## config.mk

```make
export PLATFORM = sky130hd
export DESIGN_NAME = svqc_top
export DESIGN_NICKNAME = d
export VERILOG_FILES = /design/src/rtl/svqc_pkg.sv /design/src/rtl/svqc_sched.sv /design/src/rtl/svqc_safilt.sv /design/src/rtl/svqc_top.sv
export SDC_FILE = /design/constraint.sdc
export NUM_CORES = 1
export LEC_CHECK = 0
export BUFFER_PORTS_ARGS = -buffer_cell sky130_fd_sc_hd__buf_2
export CAP_MARGIN = 20
export CELL_PAD_IN_SITES_DETAIL_PLACEMENT = 1
export CELL_PAD_IN_SITES_GLOBAL_PLACEMENT = 2
export CORE_MARGIN = 3
export CORE_UTILIZATION = 32
export CTS_CLUSTER_DIAMETER = 150
export DETAILED_ROUTE_END_ITERATION = 12
export PLACE_DENSITY = 0.8
export SETUP_SLACK_MARGIN = 0.02
export SLEW_MARGIN = 20
export SYNTH_ARGS = -nofsm -noshare
export SYNTH_HDL_FRONTEND = slang
export SYNTH_SLANG_ARGS = --single-unit
```

## constraint.sdc

```tcl
create_clock -name clk_sys -period 2.6 [get_ports clk_sys]
set_clock_uncertainty 0.2 [all_clocks]
set_input_delay 0.52 -clock clk_sys [delete_from_list [all_inputs] [get_ports clk_sys]]
set_output_delay 0.52 -clock clk_sys [all_outputs]
set_load 0.01 [all_outputs]
```

## src/rtl/svqc_pkg.sv

```systemverilog
// svqc_pkg: register map, reset values and timing of the switch
// configuration bank; shared by the top, the svqc_sched worker and the bench.
package svqc_pkg;

  // ----------------------------------------------------------------------
  // register indices; byte address is four times the index
  // ----------------------------------------------------------------------
  localparam int ADDR_W = 10;
  localparam logic [7:0] IDX_CTRL = 8'hAE;
  localparam logic [7:0] IDX_SA1_LOW = 8'hB0;
  localparam logic [7:0] IDX_SA1_MID = 8'hB2;
  localparam logic [7:0] IDX_SA1_HIGH = 8'hB4;
  localparam logic [7:0] IDX_SA2_LOW = 8'hB6;
  localparam logic [7:0] IDX_SA2_MID = 8'hB8;
  localparam logic [7:0] IDX_SA2_HIGH = 8'hBA;
  localparam logic [7:0] IDX_Q32 = 8'hC8;
  localparam logic [7:0] IDX_Q10 = 8'hCA;
  localparam logic [7:0] IDX_STATUS = 8'hF0;

  // ----------------------------------------------------------------------
  // field positions and reset values
  // ----------------------------------------------------------------------
  localparam int FWD_LSB = 8;
  localparam int RSV_LSB = 6;
  localparam logic [2:0] FWD_RST = 3'h0;
  localparam logic [1:0] RSV_RST = 2'h0;
  localparam logic [5:0] INS_RST = 6'h00;
  localparam logic [15:0] MAC_WORD_RST = 16'h0000;
  localparam int HI_CTRL_BIT = 15;
  localparam int HI_RATIO_LSB = 8;
  localparam int LO_CTRL_BIT = 7;
  localparam logic [6:0] Q3_RATIO_RST = 7'h08;
  localparam logic [6:0] Q2_RATIO_RST = 7'h04;
  localparam logic [6:0] Q1_RATIO_RST = 7'h02;
  localparam logic [6:0] Q0_RATIO_RST = 7'h01;
  localparam logic QCTRL_RST = 1'b1;
  localparam logic [15:0] Q32_RST =
    {QCTRL_RST, Q2_RATIO_RST, QCTRL_RST, Q3_RATIO_RST};
  localparam logic [15:0] Q10_RST =
    {QCTRL_RST, Q0_RATIO_RST, QCTRL_RST, Q1_RATIO_RST};

  // ----------------------------------------------------------------------
  // scheduling period
  // ----------------------------------------------------------------------
  localparam int CLK_NS = 10;
  localparam int PERIOD_NS = 10000;
  localparam int PERIOD_CYC = PERIOD_NS / CLK_NS;

endpackage : svqc_pkg

```

## src/rtl/svqc_sched.sv

```systemverilog
// svqc_sched: port 1 transmit queue selector with per-queue packet
// credits. assumes pending flags and take pulses come from clk_sys logic.
`timescale 1ns/100ps
`default_nettype none
module svqc_sched import svqc_pkg::*; #(
  parameter int NQ = 4,
  parameter int RW = 7,
  parameter int PCYC = PERIOD_CYC
) (
  input wire logic clk_sys,
  input wire logic rst,
  input wire logic [NQ-1:0] ratio_en,
  input wire logic [NQ*RW-1:0] ratio,
  input wire logic [NQ-1:0] pending,
  input wire logic take,
  output logic sel_valid_reg,
  output logic [1:0] sel_q_reg
);
  initial begin
    // the period counter is 16 bits wide
    if (NQ != 4 || RW < 1 || PCYC < 2 || PCYC > 65536) begin
      $error("svqc_sched bad params");
    end
  end

  logic [RW-1:0] credit [NQ];
  logic [15:0] per_cnt;
  logic tick;
  logic [NQ-1:0] elig;
  logic [1:0] pick;

  assign tick = (per_cnt == 16'(PCYC - 1));

  // ----------------------------------------------------------------------
  // period counter
  // ----------------------------------------------------------------------
  // RULE14 fixed period
  always_ff @(posedge clk_sys) begin
    if (rst || tick) per_cnt <= 16'h0000;
    else per_cnt <= per_cnt + 16'h0001;
  end

  // ----------------------------------------------------------------------
  // eligibility and priority pick
  // ----------------------------------------------------------------------
  always_comb begin
    pick = 2'h0;
    for (int i = 0; i < NQ; i++) begin
      // RULE8 strict or credit
      elig[i] = pending[i] && (!ratio_en[i] || credit[i] != '0);
    end
    // RULE14 high to low order
    for (int i = 0; i < NQ; i++) begin
      if (elig[i]) pick = 2'(i);
    end
  end

  always_ff @(posedge clk_sys) begin
    if (rst) begin
      sel_valid_reg <= 1'b0;
      sel_q_reg <= 2'h0;
    end else begin
      sel_valid_reg <= |elig && !take;
      sel_q_reg <= pick;
    end
  end

  // ----------------------------------------------------------------------
  // credits: reload each period, spend one per packet taken
  // ----------------------------------------------------------------------
  // software ratio changes only land at the next reload, so a period
  // never runs with a half-applied budget
  always_ff @(posedge clk_sys) begin
    for (int i = 0; i < NQ; i++) begin
      if (rst || tick) begin
        credit[i] <= ratio[i*RW +: RW];
      end else if (take && sel_valid_reg && sel_q_reg == 2'(i)
                   && ratio_en[i] && credit[i] != '0) begin
        // RULE9 count packets
        credit[i] <= credit[i] - RW'(1);
      end
    end
  end

  // ----------------------------------------------------------------------
  // checks
  // ----------------------------------------------------------------------
  AST_STRICT_Q3: assert property ( // RULE8
    @(posedge clk_sys) disable iff (rst)
    (pending[3] && !ratio_en[3] && !take)
      |=> (sel_valid_reg && sel_q_reg == 2'h3)
  ) else $error("strict queue 3 not selected");

  AST_RELOAD: assert property ( // RULE14
    @(posedge clk_sys) disable iff (rst)
    tick |=> (credit[0] == $past(ratio[RW-1:0]))
  ) else $error("credit not reloaded at period");

  AST_NO_CREDIT: assert property ( // RULE9
    @(posedge clk_sys) disable iff (rst)
    (ratio_en[3] && credit[3] == '0 && !tick)
      |=> !(sel_valid_reg && sel_q_reg == 2'h3)
  ) else $error("queue 3 served without credit");
endmodule : svqc_sched
`default_nettype wire

```

## src/rtl/svqc_safilt.sv

```systemverilog
// svqc_safilt: compares a received source address with the two filter
// addresses. assumes sa_valid is a one-cycle strobe on clk_sys.
`timescale 1ns/100ps
`default_nettype none
module svqc_safilt (
  input wire logic clk_sys,
  input wire logic rst,
  input wire logic [47:0] mac1,
  input wire logic [47:0] mac2,
  input wire logic sa_valid,
  input wire logic [47:0] sa_addr,
  output logic sa_done_reg,
  output logic [1:0] sa_hit_reg
);
  // an all-zero filter address is treated as unprogrammed
  function automatic logic mac_hit(input logic [47:0] a, input logic [47:0] f);
    return (f != 48'h0000_0000_0000) && (a == f);
  endfunction : mac_hit

  // RULE15 compare both
  always_ff @(posedge clk_sys) begin
    if (rst) begin
      sa_done_reg <= 1'b0;
      sa_hit_reg <= 2'h0;
    end else begin
      sa_done_reg <= sa_valid;
      sa_hit_reg <= sa_valid ? {mac_hit(sa_addr, mac2), mac_hit(sa_addr, mac1)}
                             : 2'h0;
    end
  end

  AST_SA_MATCH: assert property ( // RULE15
    @(posedge clk_sys) disable iff (rst)
    (sa_valid && mac1 != 48'h0 && sa_addr == mac1)
      |=> (sa_done_reg && sa_hit_reg[0])
  ) else $error("filter address 1 match missed");
endmodule : svqc_safilt
`default_nettype wire

```

## src/rtl/svqc_top.sv

```systemverilog
// svqc_top: switch configuration bank for invalid-VID forwarding, PVID
// tag insertion, source address filters and port 1 queue ratios.
// assumes an Avalon-MM master on clk_sys and forwarding logic on clk_sys.
//
// Functional notes
// RULE1: 3-bit RW invalid-VID forward mask, reset zero.
// RULE2: mask top bit host port, middle port 2, bottom port 1.
// RULE3: set pair enable inserts source PVID tag into untagged frames.
// RULE4: enables: 5 p3-p2, 4 p3-p1, 3 p2-p3, 2 p2-p1, 1 p1-p3, 0 p1-p2.
// RULE5: control bits 15-11 read zero; bits 7-6 reserved storage.
// RULE6: filter address 1 as low, mid, high RW words, reset zero.
// RULE7: filter address 2 likewise, consecutive offsets, reset zero.
// RULE8: queue 3 control clear means strict priority over lower queues.
// RULE9: queue 3 control set limits to 7-bit ratio; ratio resets 8.
// RULE10: queue 2 control bit 15, ratio 14-8 reset 4.
// RULE11: queue 1 control bit 7, ratio 6-0 reset 2.
// RULE12: queue 0 control bit 15, ratio 14-8 reset 1.
// RULE13: all four queue control bits reset to one.
// RULE14: fixed period refills credits; ratio queues served high to low.
// RULE15: source addresses compared with both filter addresses.
//
// Design decision made here: the Avalon-MM register port.
`timescale 1ns/100ps
`default_nettype none
module svqc_top import svqc_pkg::*; #(
  parameter int PCYC = PERIOD_CYC
) (
  input wire logic clk_sys,
  input wire logic rst,
  input wire logic [ADDR_W-1:0] avs_address,
  input wire logic avs_read,
  input wire logic avs_write,
  input wire logic [31:0] avs_writedata,
  input wire logic [3:0] avs_byteenable,
  output logic [31:0] avs_readdata,
  output logic avs_waitrequest,
  input wire logic bad_vid_valid,
  output logic bad_vid_out_valid,
  output logic [2:0] bad_vid_fwd_mask,
  input wire logic fwd_valid,
  input wire logic [1:0] fwd_src_port,
  input wire logic [1:0] fwd_dst_port,
  input wire logic fwd_untagged,
  output logic fwd_out_valid,
  output logic fwd_insert_tag,
  input wire logic [3:0] txq_pending,
  input wire logic txq_take,
  output logic txq_sel_valid,
  output logic [1:0] txq_sel_queue,
  input wire logic sa_valid,
  input wire logic [47:0] sa_addr,
  output logic sa_done,
  output logic [1:0] sa_hit
);
  initial begin
    if (PCYC < 2) $error("svqc_top PCYC too small");
  end

  // ----------------------------------------------------------------------
  // helpers
  // ----------------------------------------------------------------------
  function automatic logic [ADDR_W-1:0] byte_addr(input logic [7:0] idx);
    return {idx, 2'b00};
  endfunction : byte_addr

  function automatic logic [15:0] be_merge(input logic [15:0] old,
                                           input logic [31:0] wd,
                                           input logic [3:0] be);
    logic [15:0] r;
    r = old;
    if (be[0]) r[7:0] = wd[7:0];
    if (be[1]) r[15:8] = wd[15:8];
    return r;
  endfunction : be_merge

  // port codes 1..3; 0 or same port never inserts
  function automatic logic ins_bit(input logic [5:0] en,
                                   input logic [1:0] s,
                                   input logic [1:0] d);
    logic r;
    r = 1'b0;
    // RULE4 pair mapping
    case ({s, d})
      4'h6: r = en[0];
      4'h7: r = en[1];
      4'h9: r = en[2];
      4'hB: r = en[3];
      4'hD: r = en[4];
      4'hE: r = en[5];
      default: r = 1'b0;
    endcase
    return r;
  endfunction : ins_bit

  // ----------------------------------------------------------------------
  // bus handshake: one wait cycle, then the access completes
  // ----------------------------------------------------------------------
  logic req;
  logic ack_reg;
  logic wr_go;

  assign req = avs_read || avs_write;
  assign avs_waitrequest = req && !ack_reg;
  assign wr_go = avs_write && ack_reg;

  always_ff @(posedge clk_sys) begin
    if (rst) ack_reg <= 1'b0;
    else ack_reg <= req && !ack_reg;
  end

  // ----------------------------------------------------------------------
  // configuration registers
  // ----------------------------------------------------------------------
  logic [2:0] fwd_mask_reg;
  logic [1:0] rsv_reg;
  logic [5:0] ins_en_reg;
  logic [15:0] sa1_low_reg, sa1_mid_reg, sa1_high_reg;
  logic [15:0] sa2_low_reg, sa2_mid_reg, sa2_high_reg;
  logic [15:0] q32_reg;
  logic [15:0] q10_reg;
  logic [15:0] ctrl_rd;
  logic [15:0] ctrl_next;

  // RULE5 upper bits zero
  assign ctrl_rd = {5'h00, fwd_mask_reg, rsv_reg, ins_en_reg};
  assign ctrl_next = be_merge(ctrl_rd, avs_writedata, avs_byteenable);

  // RULE1 forward mask
  always_ff @(posedge clk_sys) begin
    if (rst) begin
      fwd_mask_reg <= FWD_RST;
      rsv_reg <= RSV_RST;
      ins_en_reg <= INS_RST;
    end else if (wr_go && avs_address == byte_addr(IDX_CTRL)) begin
      fwd_mask_reg <= ctrl_next[FWD_LSB +: 3];
      rsv_reg <= ctrl_next[RSV_LSB +: 2];
      ins_en_reg <= ctrl_next[5:0];
    end
  end

  // RULE6 first filter address
  always_ff @(posedge clk_sys) begin
    if (rst) begin
      sa1_low_reg <= MAC_WORD_RST;
      sa1_mid_reg <= MAC_WORD_RST;
      sa1_high_reg <= MAC_WORD_RST;
    end else if (wr_go) begin
      if (avs_address == byte_addr(IDX_SA1_LOW))
        sa1_low_reg <= be_merge(sa1_low_reg, avs_writedata, avs_byteenable);
      if (avs_address == byte_addr(IDX_SA1_MID))
        sa1_mid_reg <= be_merge(sa1_mid_reg, avs_writedata, avs_byteenable);
      if (avs_address == byte_addr(IDX_SA1_HIGH))
        sa1_high_reg <= be_merge(sa1_high_reg, avs_writedata, avs_byteenable);
    end
  end

  // RULE7 second filter address
  always_ff @(posedge clk_sys) begin
    if (rst) begin
      sa2_low_reg <= MAC_WORD_RST;
      sa2_mid_reg <= MAC_WORD_RST;
      sa2_high_reg <= MAC_WORD_RST;
    end else if (wr_go) begin
      if (avs_address == byte_addr(IDX_SA2_LOW))
        sa2_low_reg <= be_merge(sa2_low_reg, avs_writedata, avs_byteenable);
      if (avs_address == byte_addr(IDX_SA2_MID))
        sa2_mid_reg <= be_merge(sa2_mid_reg, avs_writedata, avs_byteenable);
      if (avs_address == byte_addr(IDX_SA2_HIGH))
        sa2_high_reg <= be_merge(sa2_high_reg, avs_writedata, avs_byteenable);
    end
  end

  // RULE13 controls reset set
  always_ff @(posedge clk_sys) begin
    if (rst) begin
      q32_reg <= Q32_RST;
      q10_reg <= Q10_RST;
    end else if (wr_go) begin
      if (avs_address == byte_addr(IDX_Q32))
        q32_reg <= be_merge(q32_reg, avs_writedata, avs_byteenable);
      if (avs_address == byte_addr(IDX_Q10))
        q10_reg <= be_merge(q10_reg, avs_writedata, avs_byteenable);
    end
  end

  // ----------------------------------------------------------------------
  // read path; unmapped addresses read zero and ignore writes
  // ----------------------------------------------------------------------
  logic [15:0] rd_mux;
  logic [15:0] status_rd;
  logic [1:0] sa_last_reg;

  assign status_rd = {11'h000, sa_last_reg, txq_sel_valid, txq_sel_queue};

  always_comb begin
    case (avs_address)
      byte_addr(IDX_CTRL): rd_mux = ctrl_rd;
      byte_addr(IDX_SA1_LOW): rd_mux = sa1_low_reg;
      byte_addr(IDX_SA1_MID): rd_mux = sa1_mid_reg;
      byte_addr(IDX_SA1_HIGH): rd_mux = sa1_high_reg;
      byte_addr(IDX_SA2_LOW): rd_mux = sa2_low_reg;
      byte_addr(IDX_SA2_MID): rd_mux = sa2_mid_reg;
      byte_addr(IDX_SA2_HIGH): rd_mux = sa2_high_reg;
      byte_addr(IDX_Q32): rd_mux = q32_reg;
      byte_addr(IDX_Q10): rd_mux = q10_reg;
      byte_addr(IDX_STATUS): rd_mux = status_rd;
      default: rd_mux = 16'h0000;
    endcase
  end

  always_ff @(posedge clk_sys) begin
    if (rst) avs_readdata <= 32'h0000_0000;
    else if (avs_read && !ack_reg) avs_readdata <= {16'h0000, rd_mux};
  end

  // ----------------------------------------------------------------------
  // invalid-VID forwarding and tag insertion decisions
  // ----------------------------------------------------------------------
  // RULE2 host, port 2, port 1
  always_ff @(posedge clk_sys) begin
    if (rst) begin
      bad_vid_out_valid <= 1'b0;
      bad_vid_fwd_mask <= 3'h0;
    end else begin
      bad_vid_out_valid <= bad_vid_valid;
      bad_vid_fwd_mask <= bad_vid_valid ? fwd_mask_reg : 3'h0;
    end
  end

  // RULE3 insert source PVID
  always_ff @(posedge clk_sys) begin
    if (rst) begin
      fwd_out_valid <= 1'b0;
      fwd_insert_tag <= 1'b0;
    end else begin
      fwd_out_valid <= fwd_valid;
      fwd_insert_tag <= fwd_valid && fwd_untagged
                        && ins_bit(ins_en_reg, fwd_src_port, fwd_dst_port);
    end
  end

  // ----------------------------------------------------------------------
  // queue scheduler and source filter
  // ----------------------------------------------------------------------
  logic [3:0] q_en;
  logic [27:0] q_ratio;

  // RULE10 queue 2 fields
  // RULE11 queue 1 fields
  // RULE12 queue 0 fields
  assign q_en = {q32_reg[LO_CTRL_BIT], q32_reg[HI_CTRL_BIT],
                 q10_reg[LO_CTRL_BIT], q10_reg[HI_CTRL_BIT]};
  assign q_ratio = {q32_reg[6:0], q32_reg[HI_RATIO_LSB +: 7],
                    q10_reg[6:0], q10_reg[HI_RATIO_LSB +: 7]};

  svqc_sched #(.NQ(4), .RW(7), .PCYC(PCYC)) u_sched (
    .clk_sys(clk_sys),
    .rst(rst),
    .ratio_en(q_en),
    .ratio(q_ratio),
    .pending(txq_pending),
    .take(txq_take),
    .sel_valid_reg(txq_sel_valid),
    .sel_q_reg(txq_sel_queue)
  );

  svqc_safilt u_safilt (
    .clk_sys(clk_sys),
    .rst(rst),
    .mac1({sa1_high_reg, sa1_mid_reg, sa1_low_reg}),
    .mac2({sa2_high_reg, sa2_mid_reg, sa2_low_reg}),
    .sa_valid(sa_valid),
    .sa_addr(sa_addr),
    .sa_done_reg(sa_done),
    .sa_hit_reg(sa_hit)
  );

  // last match result kept for software; new compare overwrites it
  always_ff @(posedge clk_sys) begin
    if (rst) sa_last_reg <= 2'h0;
    else if (sa_done) sa_last_reg <= sa_hit;
  end

  // ----------------------------------------------------------------------
  // checks
  // ----------------------------------------------------------------------
  AST_WAIT_FIRST: assert property (
    @(posedge clk_sys) disable iff (rst)
    (req && !ack_reg) |-> avs_waitrequest ##1 (!req || !avs_waitrequest)
  ) else $error("waitrequest sequence wrong");

  AST_CTRL_RO: assert property ( // RULE5
    @(posedge clk_sys) disable iff (rst)
    (avs_read && ack_reg && avs_address == byte_addr(IDX_CTRL))
      |-> avs_readdata[15:11] == 5'h00
  ) else $error("control upper bits not zero");

  AST_FWD_MASK: assert property ( // RULE1
    @(posedge clk_sys) disable iff (rst)
    bad_vid_valid |=> bad_vid_out_valid &&
      bad_vid_fwd_mask == $past(fwd_mask_reg)
  ) else $error("invalid-VID mask not forwarded");

  AST_INS_P1P2: assert property ( // RULE3
    @(posedge clk_sys) disable iff (rst)
    (fwd_valid && fwd_untagged && fwd_src_port == 2'h1
      && fwd_dst_port == 2'h2) |=> fwd_insert_tag == $past(ins_en_reg[0])
  ) else $error("port 1 to 2 insertion wrong");

  AST_Q_RESET: assert property ( // RULE13
    @(posedge clk_sys)
    rst |=> (q32_reg == Q32_RST && q10_reg == Q10_RST)
  ) else $error("queue registers not at reset value");

  AST_SA1_WRITE: assert property ( // RULE6
    @(posedge clk_sys) disable iff (rst)
    (wr_go && avs_address == byte_addr(IDX_SA1_LOW)
      && avs_byteenable[1:0] == 2'h3)
      |=> sa1_low_reg == $past(avs_writedata[15:0])
  ) else $error("filter word write lost");
endmodule : svqc_top
`default_nettype wire

```

==> flow_metrics.py, run 1 <==
metrics = {
    "setup_path": {
        "timing.rr.end": "u_sched.credit[0][6]$_DFFE_PP_",
        "cp-start-kind": "flop",
        "cp.required_ns": 2.67,
        "r2r_start": "u_sched.credit[0][0]$_DFFE_PP_",
        "endpoint_kind": "flop",
        "r2r_cells": 7,
        "crit_type": "reg -> reg",
        "critPathCapture": "u_sched.credit[0][6]$_DFFE_PP_",
        "startpoint": "u_sched.credit[0][0]$_DFFE_PP_",
        "path_max_fanout": 6,
        "r2r_setup_slack_ns": 0.05,
        "worstPathArrival_ns": 2.63,
    },
    "power": {
        "combPwrFrac_pct": 7.7,
        "p_per_area_mw_per_mm2": 554,
        "p_clk_share_pct": 48.5,
        "p_sw_share_pct": 24.4,
        "p_int_mw": 5.87,
        "total_power_mw": 7.76,
        "p_switching_mw": 1.89,
        "seqPwrFrac_pct": 43.9,
        "peakVddDrop_mv": 0.368,
        "p_leak_nw": 5.25,
    },
    "logic_synthesis": {
        "synth_seq_cells": 214,
        "synth_edf_count": 28,
        "ys_seq_area_share_pct": 40.1,
        "async_flop_share_pct": 0,
        "synth_area_leaders": "dfxtp_1 (33%), edfxtp_1 (7.4%), mux2i_1 (7.4%)",
        "avgSynthCellArea_um2": 8.80,
        "yosys.area.top_type": "dfxtp_1",
        "synth_area_mm2": 0.0114,
        "ys_types": 78,
        "ys.warnings.count": 0,
        "synth_top_area_share_pct": 32.7,
        "synth-main-ff-cell": "dfxtp_1",
        "netlist_instances": 1293,
    },
    "timing": {
        "relSlewSlack_pct": 43.7,
        "final_hold_viol_count": 0,
        "period_needed_ns": 2.55,
        "worst_pin_slew_ns": 0.844,
        "period_share_pct": 98.1,
        "fin_ws_ns": 0.0481,
        "report.final.slew_viol_count": 0,
        "fmax_mhz": 392,
        "rsz0062_at_grt": "yes",
        "setup_viol_count_final": 0,
    },
    "grt": {
        "grt_pass1_vias": 10900,
        "grt_overflow_total": 0,
        "grt_pass1_wl_um": 68600,
        "antenna_found_initial": 1,
        "track_usage_pct": 23.5,
        "grt_max_degree": 73,
    },
    "floorplan": {
        "rows": 68,
        "start_util_pct": 32.7,
        "die_w_um": 195,
        "die_h_um": 195,
        "core-area_mm2": 0.0348,
        "ios": 156,
        "dieArea_mm2": 0.0378,
    },
    "placed_design": {
        "gp_congestion": 0.930,
        "hpwl_um": 35700,
        "port_buffers": 121,
        "preCtsSetupSlack_ns": -0.125,
        "place_area_mm2": 0.0131,
    },
    "clocking": {
        "cts-root-buf": "clkbuf_16",
        "htreeDepth": 1,
        "clk_pin_slew_ns": 0.06,
        "cts_buffer_depth": 3,
        "clk_latency_ns": 0.54,
        "cts_made_buffers": 26,
        "cts_tree": "done",
        "cts.sinks": 214,
    },
    "route": {
        "drtAntennaViolNets": 0,
        "firstDrtPassIters": 5,
        "viasPerCell": 5.40,
        "drc": 0,
        "vias": 10500,
        "routed_wl_um": 46100,
        "wl_per_cell_um": 23.7,
        "first_iter_violations": 762,
    },
    "final_layout": {
        "largest_reg_flops": 28,
        "final_common_cell": "dfxtp_1",
        "mostFrequentLayoutCells": "dfxtp_1 (186), nand2_1 (182), nor2_1 (123)",
        "syn_to_final_growth_pct": 23.1,
        "final_core_util_pct": 40.2,
        "stdcell_area_mm2": 0.0140,
        "drive_gt1_share_pct": 21.0,
        "top_register": "u_sched.credit",
        "final_nets": 1591,
    },
    "min_path": {
        "hold_class": "in -> reg",
    },
    "job": {
        "max_cap_violations": 0,
    },
    "run_status": {
        "status": "finished, final reports clean",
    },
}
-- power by group through the flow --
stage	combinational [mW]	sequential [mW]	clock [mW]
2_1_floorplan	0.329	3.47	0
3_3_place_gp	0.578	3.47	0
3_5_place_dp	0.585	3.48	0
4_1_cts	0.590	3.40	3.83
5_1_grt	0.640	3.41	3.95
6_report	0.595	3.40	3.76
-- critical path: stages (launching register included) --
cell	delay, ns
edfxtp_1	0.41
inv_1	0.08
ha_2	0.17
or3b_4	0.38
or4_4	0.44
or4b_4	0.25
nor2_4	0.06
mux2_1	0.32
-- metrics by stage --
step	TNS (ns)	instances	hold slack (ns)
2_1_floorplan	0	1308	0.230
3_3_place_gp	-0.551	1895	0.243
3_5_place_dp	-0.850	1895	0.246
4_1_cts	0	1941	0.0114
5_1_grt	0	1945	0.0177
6_report	0	1946	0.0273
-- worst min-delay path by stage --
| stage | from | end | slack [ns] | cells after the start |
|---|---|---|---|---|
| after floorplan | u_sched.per_cnt[0]$_SDFF_PP0_ | u_sched.per_cnt[0]$_SDFF_PP0_ | 0.23 | 1 |
| after global placement | avs_readdata[7]$_SDFFE_PP0P_ | avs_readdata[7]$_SDFFE_PP0P_ | 0.24 | 2 |
| after detailed placement | avs_readdata[7]$_SDFFE_PP0P_ | avs_readdata[7]$_SDFFE_PP0P_ | 0.25 | 2 |
| after CTS | fwd_untagged | fwd_insert_tag$_SDFF_PP0_ | 0.01 | 2 |
| after global routing | fwd_untagged | fwd_insert_tag$_SDFF_PP0_ | 0.02 | 2 |
| final | fwd_untagged | fwd_insert_tag$_SDFF_PP0_ | 0.03 | 2 |
-- Yosys cell counts, types with 7 or more instances --
| cell | instances |
|---|---|
| nand4_1 | 28 |
| edfxtp_1 | 28 |
| nor3_1 | 21 |
| inv_1 | 19 |
| buf_2 | 13 |
| clkbuf_1 | 45 |
| buf_4 | 19 |
| and2_1 | 7 |
| nor3_4 | 7 |
| nand3b_1 | 8 |
| nor2_1 | 123 |
| mux2_2 | 15 |
| dfxtp_1 | 186 |
| xnor2_1 | 64 |
| o21ai_1 | 10 |
| nor2b_1 | 8 |
| nand2_1 | 184 |
| o21ai_0 | 21 |
| a21oi_1 | 103 |
| a221oi_1 | 10 |
| mux2i_1 | 84 |
| a22oi_1 | 17 |
| ha_1 | 8 |
| nor4_1 | 40 |
| nand3_1 | 27 |
| a211o_1 | 7 |
| nor3_2 | 13 |
| or3_1 | 7 |
| o32ai_1 | 7 |
| xor2_1 | 64 |
-- layout make-up --
| cell class | instances | area [um^2] |
|---|---|---|
| diodes | 2 | 5.00 |
| fillers | 4090 | 20800 |
| multi-input cells | 991 | 6410 |
| inverters | 20 | 75.1 |
| repair buffers | 219 | 1500 |
| well taps | 455 | 569 |
| clock buffers | 38 | 787 |
| clock inverters | 7 | 95.1 |
| flip-flops and latches | 214 | 4560 |
-- metal layers --
metal  wire (um)  GRT usage, %
met4        1180          6.06
met2       21500          38.2
met1       20500          33.0
met3        2880          3.15
met5           0             0
-- cells by family (layout without fill, tap and decap cells) --
family          Yosys count  in the layout  share of synthesized area, %
buf+inv                 103            284                          4.24
flops                   214            214                          40.1
mux                     103            103                          9.27
compound gates          222            222                          12.5
other cells               1             18                        0.0330
xor+xnor                128            128                          9.86
fa+ha+maj                 8              8                         0.880
simple gates            514            514                          23.0
-- repair_timing --
item / 4_1_cts / 5_1_grt
gates resized for setup: 2 / 6
endpoints found under the setup margin: 11 / 18
hold buffers: 1 / 0
hold endpoints to repair: 1 / 0
pin swaps: 0 / 1
gates cloned: 0 / 0
setup buffers: 0 / 3
(Power assumes the default switching activity.)
==> run 2: changes to the inputs <==
- MAX_ROUTING_LAYER: not set -> met4
==> flow_metrics.py, run 2 (synthesis results as in run 1) <==
metrics = {
    "run_status": {
        "status": "finished, final reports clean",
    },
    "setup_path": {
        "cp-start-kind": "flop",
        "r2r_cells": 7,
        "path_max_fanout": 6,
        "startpoint": "u_sched.credit[0][0]$_DFFE_PP_",
        "crit_type": "reg -> reg",
        "r2r_setup_slack_ns": 0.06,
        "endpoint_kind": "flop",
        "worstPathArrival_ns": 2.61,
        "timing.rr.end": "u_sched.credit[0][6]$_DFFE_PP_",
        "cp.required_ns": 2.67,
        "r2r_start": "u_sched.credit[0][0]$_DFFE_PP_",
    },
    "min_path": {
        "hold_class": "in -> reg",
        "holdPathEnd": "fwd_insert_tag$_SDFF_PP0_",
        "hold_path_depth": 2,
        "min_from": "fwd_untagged",
    },
    "floorplan": {
        "rows": 68,
        "die_h_um": 195,
        "start_util_pct": 32.7,
        "core-area_mm2": 0.0348,
        "ios": 156,
        "die_w_um": 195,
        "dieArea_mm2": 0.0378,
    },
    "grt": {
        "track_usage_pct": 24.3,
        "antenna_found_initial": 1,
        "grt_overflow_total": 0,
        "grt_pass1_vias": 11000,
        "grt_pass1_wl_um": 69200,
        "grt_max_degree": 75,
    },
    "clocking": {
        "clk_latency_ns": 0.53,
        "clk_pin_slew_ns": 0.06,
        "cts_buffer_depth": 3,
        "cts_tree": "done",
        "cts.sinks": 214,
        "cts_made_buffers": 25,
        "htreeDepth": 1,
        "cts-root-buf": "clkbuf_16",
    },
    "timing": {
        "worst_pin_slew_ns": 0.784,
        "final_hold_viol_count": 0,
        "period_share_pct": 97.6,
        "relSlewSlack_pct": 47.7,
        "fmax_mhz": 394,
        "report.final.slew_viol_count": 0,
        "rsz0062_at_grt": "yes",
        "period_needed_ns": 2.54,
        "setup_viol_count_final": 0,
        "fin_ws_ns": 0.0634,
    },
    "final_layout": {
        "final_common_cell": "dfxtp_1",
        "final_nets": 1593,
        "drive_gt1_share_pct": 21.1,
        "largest_reg_flops": 28,
        "mostFrequentLayoutCells": "dfxtp_1 (186), nand2_1 (183), nor2_1 (123)",
        "syn_to_final_growth_pct": 22.7,
        "final_cell_count_no_fill": 1947,
        "top_register": "u_sched.credit",
    },
    "placed_design": {
        "preCtsSetupSlack_ns": -0.177,
        "hpwl_um": 35800,
        "place_inst": 1896,
        "port_buffers": 121,
        "gp_congestion": 0.934,
    },
    "route": {
        "drc": 0,
        "firstDrtPassIters": 5,
        "wl_per_cell_um": 23.7,
        "first_iter_violations": 790,
        "drtAntennaViolNets": 0,
        "viasPerCell": 5.50,
        "routed_wl_um": 46200,
        "vias": 10700,
    },
    "job": {
        "max_cap_violations": 0,
    },
    "power": {
        "peakVddDrop_mv": 0.397,
        "p_leak_nw": 5.22,
        "p_per_area_mw_per_mm2": 539,
    },
}
[run 2: area by class of cell]
cell class	instances	area [um^2]
inverter	20	75.1
clock inverter	7	68.8
antenna	1	2.50
multi-input combinational	991	6410
timing repair buffer	222	1510
sequential	214	4560
clock buffer	37	752
fill	4061	20800
tap	455	569
[run 2: worst max-delay path by stage]
| stage | end | slack [ns] | cells past startpoint |
|---|---|---|---|
| global placement | u_safilt.sa_hit_reg[1]$_SDFF_PP0_ | -0.19 | 8 |
| finish | u_sched.credit[0][6]$_DFFE_PP_ | 0.06 | 7 |
| floorplan | u_sched.credit[0][2]$_DFFE_PP_ | 0.14 | 7 |
| global route | u_sched.credit[0][2]$_DFFE_PP_ | -0.009 | 7 |
| CTS | u_sched.credit[0][5]$_DFFE_PP_ | 0.02 | 7 |
| detailed placement | u_safilt.sa_hit_reg[1]$_SDFF_PP0_ | -0.18 | 8 |
[run 2: repair_timing]
action                     CTS  global route
pin swaps                    0             1
gates resized for setup      4             5
hold buffers                 1             0
setup endpoints to repair   12             9
gates cloned                 0             0
buffers inserted             1             4
hold endpoints to repair     1             0
[run 2: per-stage QoR]
step                      total power, mW  cell area (um^2)  util, %  TNS [ns]  hold WS [ns]
after detailed placement             4.06             13100     37.5    -0.547         0.252
after global placement               4.05             13100     37.5    -0.498         0.246
after floorplan                      3.80             11400        -         0         0.230
final                                7.52             14000     40.1         0        0.0361
after CTS                            7.58             13900     40.0         0        0.0138
after global routing                 7.76             14000     40.1   -0.0168        0.0433
[run 2: layer usage]
metal	share of wire [%]	vias up	global-route usage (%)	wire, um
li1	-	4928	-	-
met1	46	5379	32.9	21300
met2	47	318	38.9	21500
met3	4.6	80	2.58	2130
met4	2.7	0	6.44	1250
met5	0	-	-	0
[run 2: power by group]
part           internal (mW)  switching (mW)
registers               3.38          0.0273
logic                  0.208           0.391
clock network           2.09            1.43
total                   5.68            1.85
[run 2: critical path, stage by stage (launching register included)]
cell      delay [ns]
edfxtp_1        0.41
inv_1           0.08
ha_2            0.17
or3b_4          0.38
or4_4           0.43
or4b_4          0.24
nor2_4          0.06
mux2_1          0.31
